<file path="src/bmsel_pkg.sv">
package bmsel_pkg;

	localparam int unsigned STRAP_W = 3;
	localparam int unsigned COUNT_W = 32;

	localparam logic [STRAP_W-1:0] STRAP_SERIAL_LOAD = 3'h4;
	localparam logic [STRAP_W-1:0] STRAP_TWO_PIN     = 3'h1;
	localparam logic [STRAP_W-1:0] STRAP_FOUR_PIN    = 3'h0;
	localparam logic [STRAP_W-1:0] STRAP_BREAK       = 3'h2;
	localparam logic [STRAP_W-1:0] STRAP_RESTORE     = 3'h3;
	localparam logic [STRAP_W-1:0] STRAP_PULL_ALL    = 3'h7;
	localparam logic [STRAP_W-1:0] STRAP_RESET_VAL   = 3'h0;

	localparam longint CLOCK_HZ          = 64'd125000000;
	localparam longint US_PER_S          = 64'd1000000;
	localparam longint RESTORE_TYPICAL_S = 64'd8;
	localparam longint RESTORE_MARGIN    = 64'd3;
	localparam longint BREAK_MIN_US      = 64'd100;
	localparam longint BREAK_WATCH_US    = 64'd1000;

	localparam logic [COUNT_W-1:0] RESTORE_TIMEOUT_CYC =
		32'(RESTORE_TYPICAL_S * RESTORE_MARGIN * CLOCK_HZ);
	localparam logic [COUNT_W-1:0] BREAK_MIN_CYC =
		32'((BREAK_MIN_US * CLOCK_HZ + US_PER_S - 64'd1) / US_PER_S);
	localparam logic [COUNT_W-1:0] BREAK_WATCH_CYC =
		32'((BREAK_WATCH_US * CLOCK_HZ) / US_PER_S);
	localparam logic [COUNT_W-1:0] COUNT_ZERO = 32'h0;
	localparam logic [COUNT_W-1:0] COUNT_ONE  = 32'h1;

	typedef enum logic [2:0] {
		MODE_NONE        = 3'h0,
		MODE_SERIAL_LOAD = 3'h1,
		MODE_TWO_PIN     = 3'h2,
		MODE_FOUR_PIN    = 3'h3,
		MODE_BREAK_WATCH = 3'h4,
		MODE_RESTORE     = 3'h5,
		MODE_RESERVED    = 3'h6
	} bmsel_mode_type;

	typedef enum logic [1:0] {
		DBG_OFF   = 2'h0,
		DBG_JTAG4 = 2'h1,
		DBG_SWD2  = 2'h2
	} bmsel_debug_type;

	typedef enum logic [1:0] {
		UART0_OFF    = 2'h0,
		UART0_LOADER = 2'h1,
		UART0_APP    = 2'h2
	} bmsel_uart_type;

	typedef enum logic [1:0] {
		RESTORE_NONE         = 2'h0,
		RESTORE_PARAMS       = 2'h1,
		RESTORE_IMAGE_PARAMS = 2'h2
	} bmsel_kind_type;

	typedef enum logic [2:0] {
		P_WAIT     = 3'b000,
		P_DECIDE   = 3'b001,
		P_WATCH    = 3'b011,
		P_LOAD     = 3'b010,
		P_RUN      = 3'b110,
		P_RESTORE  = 3'b111,
		P_RESERVED = 3'b101
	} bmsel_phase_type;

	typedef struct packed {
		bmsel_mode_type  mode;
		bmsel_debug_type debug;
		bmsel_uart_type  uart;
	} bmsel_cfg_type;

	typedef struct packed {
		logic           start;
		logic           mark_set;
		logic           mark_clr;
		logic           overdue;
		bmsel_kind_type kind;
	} bmsel_restore_type;

	typedef struct packed {
		bmsel_phase_type   phase;
		logic [STRAP_W-1:0] strap;
		logic              ext_prev;
		logic              core_run;
		bmsel_cfg_type     cfg;
		bmsel_restore_type rst;
		logic [COUNT_W-1:0] count;
		logic [COUNT_W-1:0] brk_count;
	} bmsel_state_type;

endpackage

</file>
<file path="src/bmsel_sync.sv">
`timescale 1ns/1ps
module bmsel_sync #(
	parameter int unsigned W       = 1,
	parameter logic [W-1:0] RST_VAL = '0
) (
	input  wire logic         CLOCK,
	input  wire logic         RESETN,
	input  wire logic [W-1:0] ASYNC_IN,
	output logic      [W-1:0] SYNC_OUT
);
	logic [W-1:0] meta_q;
	logic [W-1:0] sync_q;

	// Only the second stage is visible outside
	always_ff @(posedge CLOCK)
	begin
		if (!RESETN)
		begin
			meta_q <= RST_VAL;
			sync_q <= RST_VAL;
		end
		else
		begin
			meta_q <= ASYNC_IN;
			sync_q <= meta_q;
		end
	end

	assign SYNC_OUT = sync_q;
endmodule // bmsel_sync

</file>
<file path="src/bmsel_top.sv">
`timescale 1ns/1ps
module bmsel_top #(
	parameter logic [31:0] RESTORE_TIMEOUT_CYCLES = bmsel_pkg::RESTORE_TIMEOUT_CYC,
	parameter logic [31:0] BREAK_MIN_CYCLES       = bmsel_pkg::BREAK_MIN_CYC,
	parameter logic [31:0] BREAK_WATCH_CYCLES     = bmsel_pkg::BREAK_WATCH_CYC
) (
	input  wire logic                   CLOCK,
	input  wire logic                   RESETN,
	input  wire logic [2:0]             BOOT_STRAP_LINES,
	input  wire logic                   EXT_RESET_IN_N,
	input  wire logic                   UART_RX,
	input  wire logic                   NV_RESTORE_PENDING,
	input  wire bmsel_pkg::bmsel_kind_type RESTORE_KIND,
	input  wire logic                   RESTORE_DONE,
	input  wire logic                   HOST_FLASH_REQ,
	input  wire logic                   HOST_FLASH_IN_FACTORY,
	output logic                        HOST_FLASH_GRANT,
	output bmsel_pkg::bmsel_cfg_type    BOOT_CFG,
	output bmsel_pkg::bmsel_restore_type RESTORE_CTL,
	output logic [2:0]                  STRAP_LATCHED,
	output logic [2:0]                  STRAP_PULLDOWN_EN,
	output logic                        CORE_RUN
);
	import bmsel_pkg::*;

	bmsel_state_type    q;
	bmsel_state_type    d;
	logic [STRAP_W-1:0] strap_s;
	logic               ext_s;
	logic               rx_s;
	logic               ext_rise;
	logic               break_seen;
	logic               watch_over;

	bmsel_sync #(
		.W       (STRAP_W),
		.RST_VAL (STRAP_RESET_VAL)
	) u_strap_sync (
		.CLOCK    (CLOCK),
		.RESETN   (RESETN),
		.ASYNC_IN (BOOT_STRAP_LINES),
		.SYNC_OUT (strap_s)
	);

	// Reset value low keeps the core held until the pin is seen high
	bmsel_sync #(
		.W       (1),
		.RST_VAL (1'b0)
	) u_ext_sync (
		.CLOCK    (CLOCK),
		.RESETN   (RESETN),
		.ASYNC_IN (EXT_RESET_IN_N),
		.SYNC_OUT (ext_s)
	);

	// Idle-high reset value so a fresh boot does not fake a break
	bmsel_sync #(
		.W       (1),
		.RST_VAL (1'b1)
	) u_rx_sync (
		.CLOCK    (CLOCK),
		.RESETN   (RESETN),
		.ASYNC_IN (UART_RX),
		.SYNC_OUT (rx_s)
	);

	assign ext_rise   = ext_s && !q.ext_prev;
	assign break_seen = !rx_s && (q.brk_count >= BREAK_MIN_CYCLES - COUNT_ONE);
	assign watch_over = q.count >= BREAK_WATCH_CYCLES - COUNT_ONE;

	function automatic bmsel_cfg_type cfg_of(input bmsel_mode_type m);
		bmsel_cfg_type c;
		c.mode = m;
		case (m)
			MODE_SERIAL_LOAD:
			begin
				c.debug = DBG_JTAG4;
				c.uart  = UART0_LOADER;
			end
			MODE_TWO_PIN:
			begin
				c.debug = DBG_SWD2;
				c.uart  = UART0_APP;
			end
			MODE_FOUR_PIN:
			begin
				c.debug = DBG_JTAG4;
				c.uart  = UART0_APP;
			end
			MODE_BREAK_WATCH:
			begin
				c.debug = DBG_JTAG4;
				c.uart  = UART0_LOADER;
			end
			default:
			begin
				c.debug = DBG_OFF;
				c.uart  = UART0_OFF;
			end
		endcase
		return c;
	endfunction

	always_comb
	begin
		d              = q;
		d.ext_prev     = ext_s;
		d.rst.start    = 1'b0;
		d.rst.mark_clr = 1'b0;
		case (q.phase)
			P_WAIT:
			begin
				// Follow the straps while reset is held; the last value wins
				d.strap = strap_s;
				if (ext_rise)
				begin
					d.phase = P_DECIDE;
				end
			end
			P_DECIDE:
			begin
				d.count     = COUNT_ZERO;
				d.brk_count = COUNT_ZERO;
				if (NV_RESTORE_PENDING)
				begin
					// Interrupted restore goes on before anything else
					d.phase        = P_RESTORE;
					d.cfg          = cfg_of(MODE_RESTORE);
					d.rst.start    = 1'b1;
					d.rst.mark_set = 1'b1;
					d.rst.overdue  = 1'b0;
					d.rst.kind     = RESTORE_KIND;
				end
				else
				begin
					case (q.strap)
						STRAP_SERIAL_LOAD:
						begin
							d.phase    = P_LOAD;
							d.cfg      = cfg_of(MODE_SERIAL_LOAD);
							d.core_run = 1'b1;
						end
						STRAP_TWO_PIN:
						begin
							d.phase    = P_RUN;
							d.cfg      = cfg_of(MODE_TWO_PIN);
							d.core_run = 1'b1;
						end
						STRAP_FOUR_PIN:
						begin
							d.phase    = P_RUN;
							d.cfg      = cfg_of(MODE_FOUR_PIN);
							d.core_run = 1'b1;
						end
						STRAP_BREAK:
						begin
							d.phase    = P_WATCH;
							d.cfg      = cfg_of(MODE_BREAK_WATCH);
							d.core_run = 1'b1;
						end
						STRAP_RESTORE:
						begin
							if (RESTORE_KIND == RESTORE_PARAMS ||
								RESTORE_KIND == RESTORE_IMAGE_PARAMS)
							begin
								d.phase        = P_RESTORE;
								d.cfg          = cfg_of(MODE_RESTORE);
								d.rst.start    = 1'b1;
								d.rst.mark_set = 1'b1;
								d.rst.overdue  = 1'b0;
								d.rst.kind     = RESTORE_KIND;
							end
							else
							begin
								// Nothing selected: plain default boot
								d.phase    = P_RUN;
								d.cfg      = cfg_of(MODE_FOUR_PIN);
								d.core_run = 1'b1;
							end
						end
						default:
						begin
							d.phase = P_RESERVED;
							d.cfg   = cfg_of(MODE_RESERVED);
						end
					endcase
				end
			end
			P_WATCH:
			begin
				d.count     = q.count + COUNT_ONE;
				d.brk_count = rx_s ? COUNT_ZERO : q.brk_count + COUNT_ONE;
				if (break_seen)
				begin
					d.phase = P_LOAD;
					d.cfg   = cfg_of(MODE_SERIAL_LOAD);
				end
				else if (watch_over)
				begin
					d.phase = P_RUN;
					d.cfg   = cfg_of(MODE_FOUR_PIN);
				end
			end
			P_LOAD:
			begin
				// Waits forever; only a strap change or external reset low gets out
				if (strap_s != q.strap)
				begin
					d.strap    = strap_s;
					d.phase    = P_DECIDE;
					d.core_run = 1'b0;
					d.cfg      = cfg_of(MODE_NONE);
				end
			end
			P_RESTORE:
			begin
				// Late restore is flagged but left to finish
				if (q.count != RESTORE_TIMEOUT_CYCLES)
				begin
					d.count = q.count + COUNT_ONE;
				end
				if (q.count == RESTORE_TIMEOUT_CYCLES - COUNT_ONE)
				begin
					d.rst.overdue = 1'b1;
				end
				if (RESTORE_DONE)
				begin
					d.rst.mark_set = 1'b0;
					d.rst.mark_clr = 1'b1;
					d.phase        = P_RUN;
					d.cfg          = cfg_of(MODE_FOUR_PIN);
					d.core_run     = 1'b1;
				end
			end
			P_RUN:
			begin
				d.phase = P_RUN;
			end
			P_RESERVED:
			begin
				d.phase = P_RESERVED;
			end
			default:
			begin
				d.phase = P_WAIT;
			end
		endcase
		// External reset low reboots; the stored marker keeps a restore alive
		if (!ext_s)
		begin
			// A decision cut by reset must not launch a restore
			d.rst.start    = 1'b0;
			d.rst.mark_set = q.rst.mark_set && !d.rst.mark_clr;
			d.phase    = P_WAIT;
			d.core_run = 1'b0;
			d.cfg      = cfg_of(MODE_NONE);
			d.strap    = strap_s;
			d.count    = COUNT_ZERO;
		end
	end

	always_ff @(posedge CLOCK)
	begin
		if (!RESETN)
		begin
			q.phase     <= P_WAIT;
			q.strap     <= STRAP_RESET_VAL;
			q.ext_prev  <= 1'b0;
			q.core_run  <= 1'b0;
			q.cfg       <= '{MODE_NONE, DBG_OFF, UART0_OFF};
			q.rst       <= '{1'b0, 1'b0, 1'b0, 1'b0, RESTORE_NONE};
			q.count     <= COUNT_ZERO;
			q.brk_count <= COUNT_ZERO;
		end
		else
		begin
			q <= d;
		end
	end

	// Restore engine owns the flash; factory sector is never granted
	assign HOST_FLASH_GRANT  = HOST_FLASH_REQ && !HOST_FLASH_IN_FACTORY &&
		(q.phase != P_RESTORE);
	assign STRAP_PULLDOWN_EN = STRAP_PULL_ALL;
	assign BOOT_CFG          = q.cfg;
	assign RESTORE_CTL       = q.rst;
	assign STRAP_LATCHED     = q.strap;
	assign CORE_RUN          = q.core_run;
endmodule // bmsel_top

</file>
<file path="config.mk">
export PLATFORM = sky130hd
export DESIGN_NAME = bmsel_top
export DESIGN_NICKNAME = d
export VERILOG_FILES = /design/src/bmsel_pkg.sv /design/src/bmsel_sync.sv /design/src/bmsel_top.sv
export SDC_FILE = /design/constraint.sdc
export NUM_CORES = 1
export LEC_CHECK = 0
export ABC_AREA = 1
export BUFFER_PORTS_ARGS = -buffer_cell sky130_fd_sc_hd__buf_2
export CAP_MARGIN = 15
export CELL_PAD_IN_SITES_DETAIL_PLACEMENT = 0
export CELL_PAD_IN_SITES_GLOBAL_PLACEMENT = 1
export CORE_UTILIZATION = 46
export CTS_CLUSTER_DIAMETER = 50
export CTS_CLUSTER_SIZE = 24
export DETAILED_ROUTE_END_ITERATION = 12
export PLACE_DENSITY = 0.95
export SLEW_MARGIN = 0
export SYNTH_ARGS = -nofsm -noshare
export SYNTH_HDL_FRONTEND = slang
export SYNTH_SLANG_ARGS = --single-unit
</file>
<file path="constraint.sdc">
create_clock -name CLOCK -period 3.1 [get_ports CLOCK]
set_input_delay 0.465 -clock CLOCK [delete_from_list [all_inputs] [get_ports CLOCK]]
set_output_delay 0.465 -clock CLOCK [all_outputs]
set_load 0.01 [all_outputs]
</file>
==> flow_metrics.tcl <==
set metrics [dict create \
    status "complete, no violations" \
    fin_crit_ns 2.19 \
    clock_skew_ns 0.00876 \
    setup_viol 0 \
    coreArea_um2 12100 \
    antenna_cells 0 \
    syn_avg_cell_area_um2 6.15 \
    grt_setup_unrepaired "no" \
    antenna_left 0 \
    slew_headroom 0.418 \
    synth.distinct_cells 43 \
    synth_cells 937 \
    maxCapViolCount 0 \
    cts_buffers 9 \
    ys_seq_area_frac 0.330 \
    grt_overflow 0 \
    die_y_um 114 \
    drt_pass1_iterations 5 \
    cp.required_ns 2.63 \
    worstPathMaxFanout 8 \
    wl_mm 14.6 \
    postCtsSetupRepairBufs 0 \
    final_area_um2 6310 \
    cts_resized 0 \
    vdd_ir_drop_max_v 0.000295 \
    area_growth_pct 9.44 \
    crit_start "q[84]$_SDFFE_PN0P_" \
    clk_latency_ns 0.35 \
    arrival_ns 1.73 \
    ys.flop_type "dfxtp_1" \
    utilization 0.521 \
    layout-drive-gt1-share 0.0924 \
    ioPinCount 34 \
    grt_pass1_wl_mm 24.6 \
    period_share 0.706 \
    portBuffers 30 \
    startpoint_type "register" \
    tritoncts "built" \
    synth_largest_area_cell "dfxtp_1" \
    cts_buffer_depth 2 \
    nets 963 \
    synth_seq_cells 95 \
    grt_usage 0.236 \
    clk_pin_slew_ns 0.07 \
    via_per_inst 5.09 \
    grt_pass1_vias 5210 \
    whs_ns 0.294 \
    die_w_um 114 \
    synth_edf_count 0 \
    power_density_nw_per_um2 431 \
    hpwl_mm 10.6 \
    drv_slew 0 \
    netlist_area_um2 5760 \
    ys_warn_count 0 \
    dieArea_um2 13000 \
    cts.htree.levels 3 \
    r2r_slack_ns 1.00 \
    grt_max_degree 29 \
    cts.sink_count 95 \
    rows 40 \
    timing.fmax_mhz 457 \
    drc 0 \
    gp_routability_congestion 0.925 \
    leakagePower_nw 2.49 \
    endpoint_kind "primary output" \
    wl_per_cell_um 13.0 \
    hold_buffers 0 \
    r2r-start "q[84]$_SDFFE_PN0P_" \
    root_buffer "clkbuf_16" \
    max_slew.worst_pin.slew_ns 0.872 \
    yosys-top-cells-area "dfxtp_1 (33%), nand2_1 (17%), nor2_1 (8.5%)" \
    place_area_um2 5930 \
    yosys-top-cells-count "nand2_1 (261), nor2_1 (130), inv_1 (103)" \
    antenna_found_initial 0 \
    setup_tns_ns 0 \
    synth_top_area_frac 0.330 \
    drt_iter0_markers 362 \
    hold_viol 0 \
    worstSetupPathType "register to primary output" \
    fill_cells 1293 \
    hold_class "primary input to register" \
    ys_async_sr_fraction 0 \
    synth.most_common_cell "nand2_1" \
    start_util 0.476 \
    vias 5697 \
    hold_start "BOOT_STRAP_LINES[1]" \
]
[through the flow]
step / cells / setup WS [ns] / power [W]
after floorplan: 939 / 1.46 / 0.00132
after global placement: 1104 / 1.07 / 0.00134
after detailed placement: 1104 / 1.03 / 0.00134
after CTS: 1120 / 0.912 / 0.00274
after global routing: 1120 / 0.755 / 0.00279
final: 1120 / 0.910 / 0.00272
[layout make-up]
class / instances / area, um^2 / share of cell area
Multi-Input combinational cell: 690 / 3200 / 0.507
Sequential cell: 95 / 1900 / 0.301
Inverter: 117 / 439 / 0.0696
Clock buffer: 10 / 239 / 0.0379
Tap cell: 168 / 210 / 0.0333
Timing Repair Buffer: 34 / 180 / 0.0286
Clock inverter: 6 / 140 / 0.0222
[cells in the final DEF, fill, tap and decap left out, types with 14 or more instances in the layout]
cell and n:
nand3_1 70, nor2_1 130, dfxtp_1 95, nand4_1 16, a21oi_1 71, buf_2 30
inv_1 103, inv_2 14, o21ai_0 22, nor3_1 33, nand2_1 261
[worst max-delay path: stages (launching register included)]
cell and delay [ns]:
dfxtp_1 0.62, inv_1 0.13, nor2_2 0.26, inv_2 0.12
nand3b_1 0.09, inv_1 0.03, buf_2 0.12
[kinds of logic (layout without fill, tap and decap cells)]
group,count (synthesis),count (layout),synth area share
and+or+nand+nor,548,548,0.411
buffers and inverters,154,167,0.117
AOI/OAI and AO/OA,123,123,0.116
DFF,95,95,0.330
xor gates and xnor gates,13,13,0.0198
adders and majority gates,3,3,0.00651
other,1,3,0.000651
[routing by layer]
layer,share of wire,GRT usage
met1,0.50,0.321
met2,0.44,0.380
met3,0.042,0.0303
met4,0.023,0.0944
met5,0,0
[registers in the layout, indices dropped and copies added, names as in the netlist]
| name | flops |
|---|---|
| u_rx_sync.meta_q | 1 |
| BOOT_CFG | 7 |
| u_ext_sync.meta_q | 1 |
| STRAP_LATCHED | 3 |
| u_strap_sync.SYNC_OUT | 3 |
| u_rx_sync.SYNC_OUT | 1 |
| q | 68 |
| u_strap_sync.meta_q | 3 |
| u_ext_sync.SYNC_OUT | 1 |
| RESTORE_CTL | 6 |
| CORE_RUN | 1 |
[where the power goes]
part           total [W]  leakage, nW  internal (W)  switching (W)
clock network    0.00141        0.185      0.000900       0.000509
registers        0.00123        0.768       0.00123     0.00000571
logic          0.0000760         1.54     0.0000249      0.0000511
[path summary, 6_finish.rpt]
kind / end / cells after the start
worst max-delay path: HOST_FLASH_GRANT / 6
worst max register to register: q[63]$_SDFFE_PN0P_ / 8
worst min-delay path: u_strap_sync.meta_q[1]$_SDFF_PN0_ / 3
worst min register to register: u_strap_sync.SYNC_OUT[1]$_SDFF_PN0_ / 2
Note: power is estimated with default switching activity, not from simulation.
